### config.mk
export PLATFORM = sky130hd
export DESIGN_NAME = phrs_sequencer
export DESIGN_NICKNAME = d
export VERILOG_FILES = /design/src/phrs_pkg.sv /design/src/phrs_timer.sv /design/src/phrs_sequencer.sv
export VERILOG_INCLUDE_DIRS = /design/src
export SDC_FILE = /design/constraint.sdc
export NUM_CORES = 1
export LEC_CHECK = 0
export ABC_AREA = 1
export ABC_CLOCK_PERIOD_IN_PS = 1850
export BUFFER_PORTS_ARGS = -buffer_cell sky130_fd_sc_hd__buf_4
export CORE_MARGIN = 5
export CORE_UTILIZATION = 51
export CTS_BUF_LIST = sky130_fd_sc_hd__clkbuf_4 sky130_fd_sc_hd__clkbuf_8
export DETAILED_ROUTE_END_ITERATION = 10
export PLACE_DENSITY = 0.78
export SLEW_MARGIN = 15
export SYNTH_ARGS = -nofsm -noshare
export SYNTH_HDL_FRONTEND = slang
export SYNTH_SLANG_ARGS = --single-unit
### constraint.sdc
create_clock -name clk_sys -period 1.85 [get_ports clk_sys]
set_clock_uncertainty 0.1 [all_clocks]
set_input_delay 0.2775 -clock clk_sys [delete_from_list [all_inputs] [get_ports clk_sys]]
set_output_delay 0.2775 -clock clk_sys [all_outputs]
set_load 0.1 [all_outputs]
### src/phrs_params.svh
// Purpose: constants for the hard-reset sequencer
// Assumes: clk_sys at 50 MHz
`ifndef PHRS_PARAMS_SVH
`define PHRS_PARAMS_SVH

// -----------------------------------------------------------------
// clock and times
// -----------------------------------------------------------------
`define PHRS_CLK_HZ 50000000
`define PHRS_SUPPLY_RESET_DELAY_US 25
`define PHRS_DISCHARGE_TIME_LIMIT_US 650
`define PHRS_SOURCE_RECOVERY_DELAY_US 660
`define PHRS_SOURCE_TURN_ON_LIMIT_US 275
`define PHRS_CYC_PER_US (`PHRS_CLK_HZ / 1000000)
`define PHRS_SUPPLY_RESET_DELAY_CYC (`PHRS_SUPPLY_RESET_DELAY_US * `PHRS_CYC_PER_US)
`define PHRS_DISCHARGE_TIME_LIMIT_CYC (`PHRS_DISCHARGE_TIME_LIMIT_US * `PHRS_CYC_PER_US)
`define PHRS_SOURCE_RECOVERY_DELAY_CYC (`PHRS_SOURCE_RECOVERY_DELAY_US * `PHRS_CYC_PER_US)
`define PHRS_SOURCE_TURN_ON_LIMIT_CYC (`PHRS_SOURCE_TURN_ON_LIMIT_US * `PHRS_CYC_PER_US)
`define PHRS_TMR_W 32

// -----------------------------------------------------------------
// register map (word addresses)
// -----------------------------------------------------------------
`define PHRS_ADDR_W 4
`define PHRS_REG_CTRL 4'h0
`define PHRS_REG_STATUS 4'h1
`define PHRS_REG_IRQ_STAT 4'h2
`define PHRS_REG_IRQ_MASK 4'h3
`define PHRS_CTRL_ENABLE_BIT 0
`define PHRS_CTRL_RESET_VAL 32'h0000_0001
`define PHRS_IRQ_W 4
`define PHRS_IRQ_DONE 0
`define PHRS_IRQ_DISCH_TO 1
`define PHRS_IRQ_TURNON_TO 2
`define PHRS_IRQ_HR_RX 3

`endif

### src/phrs_pkg.sv
// Purpose: types for the hard-reset sequencer
// Assumes: nothing
// Notes: state enumeration only
package phrs_pkg;
	typedef enum logic [2:0] {
		PHRS_IDLE,
		PHRS_WAIT_PS,
		PHRS_DISCHARGE,
		PHRS_RECOVER,
		PHRS_TURN_ON
	} phrs_state_t;
endpackage

### src/phrs_timer.sv
// Purpose: loadable down-counter
// Assumes: load has priority over count
// Notes: expired is a one-cycle pulse at the last count
`timescale 1ns/1ps
`include "phrs_params.svh"
module phrs_timer #(
	parameter int W = `PHRS_TMR_W
) (
	input wire logic clk_sys,
	input wire logic rstn,
	input wire logic load,
	input wire logic [W-1:0] load_val,
	input wire logic stop,
	output logic running,
	output logic expired
);
	logic [W-1:0] cnt_q;
	logic run_q;

	always_ff @(posedge clk_sys or negedge rstn) begin
		if (!rstn) begin
			cnt_q <= '0;
			run_q <= 1'b0;
		end else if (load) begin
			cnt_q <= (load_val == '0) ? W'(1) : load_val;
			run_q <= 1'b1;
		end else if (stop) begin
			run_q <= 1'b0;
		end else if (run_q) begin
			cnt_q <= cnt_q - W'(1);
			if (cnt_q == W'(1)) begin
				run_q <= 1'b0;
			end
		end
	end

	assign running = run_q;
	// not gated by load or stop: the sequencer reloads on expiry, gating would loop
	assign expired = run_q && (cnt_q == W'(1));
endmodule // phrs_timer

### src/phrs_sequencer.sv
// Purpose: source-side hard-reset power sequencer
// Assumes: policy engine strobes are on clk_sys; supply confirmations are pins
// Notes: one timer reused per phase, loaded from module parameters
//
// Decided for this implementation: the plain strobed port and the register addresses.
`timescale 1ns/1ps
`include "phrs_params.svh"
module phrs_sequencer #(
	parameter int unsigned SUPPLY_RESET_DELAY_CYC = `PHRS_SUPPLY_RESET_DELAY_CYC,
	parameter int unsigned DISCHARGE_TIME_LIMIT_CYC = `PHRS_DISCHARGE_TIME_LIMIT_CYC,
	parameter int unsigned SOURCE_RECOVERY_DELAY_CYC = `PHRS_SOURCE_RECOVERY_DELAY_CYC,
	parameter int unsigned SOURCE_TURN_ON_LIMIT_CYC = `PHRS_SOURCE_TURN_ON_LIMIT_CYC
) (
	input wire logic clk_sys,
	input wire logic rstn,
	input wire logic hard_reset_sent,
	input wire logic hard_reset_received,
	input wire logic vbus_at_safe_zero_level,
	input wire logic vbus_at_safe_default_level,
	output logic supply_reset_cmd,
	output logic vbus_enable,
	output logic sequence_busy,
	output logic sequence_done,
	input wire logic [`PHRS_ADDR_W-1:0] reg_addr,
	input wire logic [31:0] reg_wdata,
	input wire logic reg_wr,
	input wire logic reg_rd,
	output logic [31:0] reg_rdata,
	output logic irq
);
	import phrs_pkg::*;

	// -----------------------------------------------------------------
	// pin synchronisers
	// -----------------------------------------------------------------
	logic [1:0] zero_sync_q;
	logic [1:0] dflt_sync_q;

	always_ff @(posedge clk_sys or negedge rstn) begin
		if (!rstn) begin
			zero_sync_q <= 2'b00;
			dflt_sync_q <= 2'b00;
		end else begin
			zero_sync_q <= {zero_sync_q[0], vbus_at_safe_zero_level};
			dflt_sync_q <= {dflt_sync_q[0], vbus_at_safe_default_level};
		end
	end

	logic at_zero;
	logic at_dflt;
	assign at_zero = zero_sync_q[1];
	assign at_dflt = dflt_sync_q[1];

	// -----------------------------------------------------------------
	// control register
	// -----------------------------------------------------------------
	logic [31:0] ctrl_q;
	logic enable;
	assign enable = ctrl_q[`PHRS_CTRL_ENABLE_BIT];

	always_ff @(posedge clk_sys or negedge rstn) begin
		if (!rstn) begin
			ctrl_q <= `PHRS_CTRL_RESET_VAL;
		end else if (reg_wr && reg_addr == `PHRS_REG_CTRL) begin
			ctrl_q <= {31'h0, reg_wdata[`PHRS_CTRL_ENABLE_BIT]};
		end
	end

	// -----------------------------------------------------------------
	// sequencer
	// -----------------------------------------------------------------
	phrs_state_t state_q;
	logic tmr_load;
	logic [`PHRS_TMR_W-1:0] tmr_val;
	logic tmr_stop;
	logic tmr_exp;
	logic trig;
	logic ev_done;
	logic ev_disch_to;
	logic ev_turnon_to;
	logic disch_to_q;
	logic turnon_to_q;

	// either a sent or a received hard reset starts the same delay
	assign trig = enable && (hard_reset_sent || hard_reset_received);

	always_comb begin
		tmr_load = 1'b0;
		tmr_val = '0;
		tmr_stop = 1'b0;
		unique case (state_q)
			PHRS_IDLE: begin
				if (trig) begin
					tmr_load = 1'b1;
					tmr_val = `PHRS_TMR_W'(SUPPLY_RESET_DELAY_CYC);
				end
			end
			PHRS_WAIT_PS: begin
				if (tmr_exp) begin
					tmr_load = 1'b1;
					tmr_val = `PHRS_TMR_W'(DISCHARGE_TIME_LIMIT_CYC);
				end
			end
			PHRS_DISCHARGE: begin
				// recovery delay counts from the moment vbus is confirmed low, or from the discharge limit running out
				if (at_zero || tmr_exp) begin
					tmr_load = 1'b1;
					tmr_val = `PHRS_TMR_W'(SOURCE_RECOVERY_DELAY_CYC);
				end
			end
			PHRS_RECOVER: begin
				if (tmr_exp) begin
					tmr_load = 1'b1;
					tmr_val = `PHRS_TMR_W'(SOURCE_TURN_ON_LIMIT_CYC);
				end
			end
			PHRS_TURN_ON: begin
				tmr_stop = at_dflt;
			end
		endcase
	end

	phrs_timer #(
		.W(`PHRS_TMR_W)
	) u_timer (
		.clk_sys(clk_sys),
		.rstn(rstn),
		.load(tmr_load),
		.load_val(tmr_val),
		.stop(tmr_stop),
		.running(),
		.expired(tmr_exp)
	);

	assign ev_disch_to = (state_q == PHRS_DISCHARGE) && !at_zero && tmr_exp;
	assign ev_turnon_to = (state_q == PHRS_TURN_ON) && !at_dflt && tmr_exp;
	assign ev_done = (state_q == PHRS_TURN_ON) && (at_dflt || tmr_exp);

	always_ff @(posedge clk_sys or negedge rstn) begin
		if (!rstn) begin
			state_q <= PHRS_IDLE;
		end else begin
			unique case (state_q)
				PHRS_IDLE: if (trig) state_q <= PHRS_WAIT_PS;
				PHRS_WAIT_PS: if (tmr_exp) state_q <= PHRS_DISCHARGE;
				PHRS_DISCHARGE: if (at_zero || tmr_exp) state_q <= PHRS_RECOVER;
				PHRS_RECOVER: if (tmr_exp) state_q <= PHRS_TURN_ON;
				PHRS_TURN_ON: if (ev_done) state_q <= PHRS_IDLE;
			endcase
		end
	end

	// -----------------------------------------------------------------
	// outputs to the supply
	// -----------------------------------------------------------------
	logic reset_cmd_q;
	logic vbus_en_q;
	logic busy_q;
	logic done_q;

	always_ff @(posedge clk_sys or negedge rstn) begin
		if (!rstn) begin
			reset_cmd_q <= 1'b0;
			vbus_en_q <= 1'b1;
			busy_q <= 1'b0;
			done_q <= 1'b0;
		end else begin
			// reset order held through discharge so the supply keeps vbus low
			reset_cmd_q <= (state_q == PHRS_WAIT_PS && tmr_exp) ||
				(state_q == PHRS_DISCHARGE && !(at_zero || tmr_exp));
			if (state_q == PHRS_WAIT_PS && tmr_exp) begin
				vbus_en_q <= 1'b0;
			end else if (state_q == PHRS_RECOVER && tmr_exp) begin
				vbus_en_q <= 1'b1;
			end
			busy_q <= (state_q != PHRS_IDLE) || trig;
			done_q <= ev_done;
		end
	end

	assign supply_reset_cmd = reset_cmd_q;
	assign vbus_enable = vbus_en_q;
	assign sequence_busy = busy_q;
	assign sequence_done = done_q;

	// -----------------------------------------------------------------
	// timeout flags and interrupt
	// -----------------------------------------------------------------
	logic [`PHRS_IRQ_W-1:0] irq_set;
	logic [`PHRS_IRQ_W-1:0] irq_stat_q;
	logic [`PHRS_IRQ_W-1:0] irq_mask_q;

	always_comb begin
		irq_set = '0;
		irq_set[`PHRS_IRQ_DONE] = ev_done;
		irq_set[`PHRS_IRQ_DISCH_TO] = ev_disch_to;
		irq_set[`PHRS_IRQ_TURNON_TO] = ev_turnon_to;
		irq_set[`PHRS_IRQ_HR_RX] = enable && hard_reset_received && state_q == PHRS_IDLE;
	end

	always_ff @(posedge clk_sys or negedge rstn) begin
		if (!rstn) begin
			disch_to_q <= 1'b0;
			turnon_to_q <= 1'b0;
		end else begin
			// live flags cleared when a new sequence starts
			if (ev_disch_to) disch_to_q <= 1'b1;
			else if (state_q == PHRS_IDLE && trig) disch_to_q <= 1'b0;
			if (ev_turnon_to) turnon_to_q <= 1'b1;
			else if (state_q == PHRS_IDLE && trig) turnon_to_q <= 1'b0;
		end
	end

	// set wins over a write-one clear in the same cycle
	always_ff @(posedge clk_sys or negedge rstn) begin
		if (!rstn) begin
			irq_stat_q <= '0;
		end else if (reg_wr && reg_addr == `PHRS_REG_IRQ_STAT) begin
			irq_stat_q <= (irq_stat_q & ~reg_wdata[`PHRS_IRQ_W-1:0]) | irq_set;
		end else begin
			irq_stat_q <= irq_stat_q | irq_set;
		end
	end

	always_ff @(posedge clk_sys or negedge rstn) begin
		if (!rstn) begin
			irq_mask_q <= '0;
		end else if (reg_wr && reg_addr == `PHRS_REG_IRQ_MASK) begin
			irq_mask_q <= reg_wdata[`PHRS_IRQ_W-1:0];
		end
	end

	// a set mask bit hides its status bit from the interrupt
	assign irq = |(irq_stat_q & ~irq_mask_q);

	// -----------------------------------------------------------------
	// read port
	// -----------------------------------------------------------------
	logic [31:0] rdata_q;

	always_ff @(posedge clk_sys or negedge rstn) begin
		if (!rstn) begin
			rdata_q <= '0;
		end else if (reg_rd) begin
			unique case (reg_addr)
				`PHRS_REG_CTRL: rdata_q <= ctrl_q;
				`PHRS_REG_STATUS: rdata_q <= {23'h0, turnon_to_q, disch_to_q, at_dflt,
					at_zero, vbus_en_q, reset_cmd_q, state_q};
				`PHRS_REG_IRQ_STAT: rdata_q <= {28'h0, irq_stat_q};
				`PHRS_REG_IRQ_MASK: rdata_q <= {28'h0, irq_mask_q};
				default: rdata_q <= '0;
			endcase
		end else begin
			rdata_q <= '0;
		end
	end

	assign reg_rdata = rdata_q;
endmodule // phrs_sequencer

==> flow_summary.json <==
{
  "wl_mm": 11.44,
  "htree_levels": 3,
  "die-width_um": 96.33,
  "muxShareOfSynthArea_pct": 0,
  "utilization_pct": 72.33,
  "synth_xor_area_share_pct": 6.452,
  "drv_slew": 0,
  "path_depth": 13,
  "preCtsSetupSlack_ps": -146.0,
  "setup_ws_ps": -112.4,
  "multiInputGateArea_mm2": 0.002131,
  "status": "finished with violations",
  "max-vdd-ir-drop_v": 0.0003973,
  "nFillCells": 507,
  "layout_commonest_cell": "nand2_1",
  "crit_chain": "nor2_4 -> nand2_4 -> nor2_4 -> nand2_2 -> nor2_2 -> nand2_2 -> nand2_4 -> nand2_8 -> buf_6 -> nand3_2 -> nand2_1 -> nand2_1 -> nand2_1",
  "grt-ovfl-total": 0,
  "period_share_pct": 106.1,
  "critical_path_required_ps": 1990,
  "drtIter0Drc": 380,
  "p_leak_nw": 2.781,
  "finalHoldViolCount": 0,
  "firstDrtPassIters": 5,
  "grt_pass1_vias": 3870,
  "worstSetupEndpointType": "flop",
  "period_needed_ps": 1962,
  "vias_per_cell": 5.323,
  "cts_tree": "yes",
  "critPathArrivalTime_ps": 2100,
  "setup_viol": 31,
  "stdcell_count": 750,
  "drive_gt1_share_pct": 33.33,
  "yosys.area_share.adder_pct": 0.6583,
  "port_buffers": 29,
  "layout_common_cells": "145 x nand2_1, 115 x buf_4, 58 x dfrtp_1",
  "hold_path_class": "in2reg",
  "antenna_found_initial": 0,
  "die_y_um": 96.33,
  "rr_startpoint": "u_timer.cnt_q[10]",
  "rr_endpoint": "u_timer.cnt_q[13]",
  "core_mm2": 0.007253,
  "ys_types": 33,
  "synth_warnings": 0,
  "seq_area_mm2": 0.001609,
  "clockRootBuffer": "clkbuf_8",
  "rrSetupSlack_ps": -110,
  "crit_buf_inv": 1,
  "cpPeakStageDelay_ps": 410,
  "critical-path-top-delay-family": "simple AND/OR/NAND/NOR gates",
  "std_cell_rows": 31,
  "via_count": 3992,
  "hpwl_mm": 7.539,
  "cts_buffers": 9,
  "ys_seq_elements": 64,
  "start_util_pct": 52.41,
  "synth_top_family_by_area": "simple AND/OR/NAND/NOR gates",
  "diodes": 0,
  "reg2reg_depth": 13,
  "rsz0062_at_grt": "yes",
  "cap_violations": 0,
  "area_delta_synth_final_pct": 38.02,
  "synth_compound_area_share_pct": 4.608,
  "hold_end": "reg_rdata[3]",
  "antenna_left": 0,
  "p_total_w": 0.003198,
  "wl_per_cell_um": 15.25,
  "dp.cells": 715,
  "nNetsFinal": 692,
  "drc_errors": 0,
  "path_clk_slew_ps": 70,
  "ys_seq_area_share_pct": 42.20,
  "gp_congestion": 0.9166,
  "io_pins": 81,
  "hold_start": "reg_rd",
  "clk_latency_ps": 350,
  "power_density_mw_per_mm2": 609.6,
  "path_class": "reg2reg",
  "clock_path_buffers": 2,
  "grt_pass1_wl_mm": 17.33,
  "failed_checks": "negative setup slack",
  "netlist_area_mm2": 0.003801,
  "holdPathStages": 3,
  "die_area_mm2": 0.009279,
  "finalSetupTns_ps": -1925,
  "fmax_mhz": 509.6,
  "start_kind": "flop",
  "slowest_stage": "dfrtp_1",
  "avgSynthCellArea_um2": 7.324,
  "path_max_fanout": 8,
  "synthSimpleGateAreaFrac_pct": 35.09,
  "track_usage_pct": 24.46,
  "synthCells": 519,
  "crit_top_cell": "nand2_1",
  "grt_max_degree": 42,
  "cts.sinks": 64
}
==> cell usage after synthesis (all sizes together) <==
| cell type | number | area share, % |
|---|---|---|
| nor3 | 10 | 1.3 |
| a21oi | 4 | 0.53 |
| nand4 | 7 | 1.2 |
| xor2 | 11 | 2.5 |
| buf | 29 | 5.8 |
| o22ai | 2 | 0.33 |
| ha | 2 | 0.66 |
| nand3b | 1 | 0.20 |
| inv | 49 | 4.9 |
| xnor2 | 17 | 3.9 |
| nand3 | 47 | 6.6 |
| a31oi | 1 | 0.16 |
| nand2 | 163 | 17 |
| and3 | 1 | 0.16 |
| dfstp | 2 | 1.4 |
| o211ai | 2 | 0.39 |
| o31ai | 1 | 0.20 |
| clkbuf | 2 | 0.20 |
| nor2 | 83 | 8.8 |
| dfrtp | 62 | 41 |
| conb | 1 | 0.099 |
| o21ai | 21 | 2.8 |
| a221oi | 1 | 0.23 |
==> registers in the layout, summed over array words and instances, names as in the netlist, 2 cells and up <==
signal and flops:
reg_rdata 9, irq_mask_q 4, zero_sync_q 2, u_timer.cnt_q 32
irq_stat_q 4, dflt_sync_q 2, state_q 3
==> final cells by class <==
type                            instances  area share, %
Multi-Input combinational cell        397          40.62
Sequential cell                        64          30.67
Timing Repair Buffer                  125          18.70
Inverter                               49          3.792
Clock buffer                           11          2.767
Tap cell                               99          2.361
Clock inverter                          5          1.097
==> per-stage QoR <==
stage / hold slack, ps / cell area (um^2)
after detailed placement: 104.6 / 4592
final: 58.80 / 5246
after floorplan: -118.1 / 3887
after global routing: 60.45 / 5246
after global placement: 97.70 / 4592
after CTS: 54.14 / 4997
==> cells by family after synthesis <==
| group | count (synthesis) |
|---|---|
| compound gates | 32 |
| xor+xnor | 28 |
| fa+ha+maj | 2 |
| buf+inv | 80 |
| flops | 64 |
| other cells | 1 |
| simple gates | 312 |
==> where the power goes <==
group,switching (W),internal [W]
Combinational,0.000379,0.0000818
Clock,0.000585,0.000672
Sequential,0.0000349,0.00145
Total,0.000999,0.00220
==> worst reg2reg max path: stages, from the launching register on <==
cell	delay (ps)
dfrtp_1	410
nor2_4	180
nand2_4	90
nor2_4	140
nand2_2	80
nor2_2	140
nand2_2	100
nand2_4	100
nand2_8	90
buf_6	160
nand3_2	70
nand2_1	60
nand2_1	70
nand2_1	60
==> worst max-delay path by stage <==
stage / from / end / slack (ps)
floorplan: u_timer.cnt_q[1] / u_timer.cnt_q[20] / 40
global placement: u_timer.cnt_q[12] / u_timer.cnt_q[12] / -90
detailed placement: u_timer.cnt_q[12] / u_timer.cnt_q[11] / -150
CTS: u_timer.cnt_q[12] / u_timer.cnt_q[15] / -10
global route: u_timer.cnt_q[7] / u_timer.cnt_q[6] / -210
finish: u_timer.cnt_q[10] / u_timer.cnt_q[13] / -110
==> metal layers <==
layer | track usage, % | share of wire [%]
met5 | 0 | 0
met3 | 5.317 | 6.8
met2 | 39.97 | 50
met1 | 30.54 | 40
met4 | 12.03 | 3.2
==> repair_timing <==
| item | CTS | global route |
|---|---|---|
| hold endpoints to repair | 24 | 0 |
| hold buffers | 3 | 0 |
| setup buffers | 9 | 7 |
| pin swaps | 11 | 29 |
| resized for setup | 34 | 59 |
| endpoints found under the setup margin | 33 | 43 |
(Power assumes the default switching activity.)
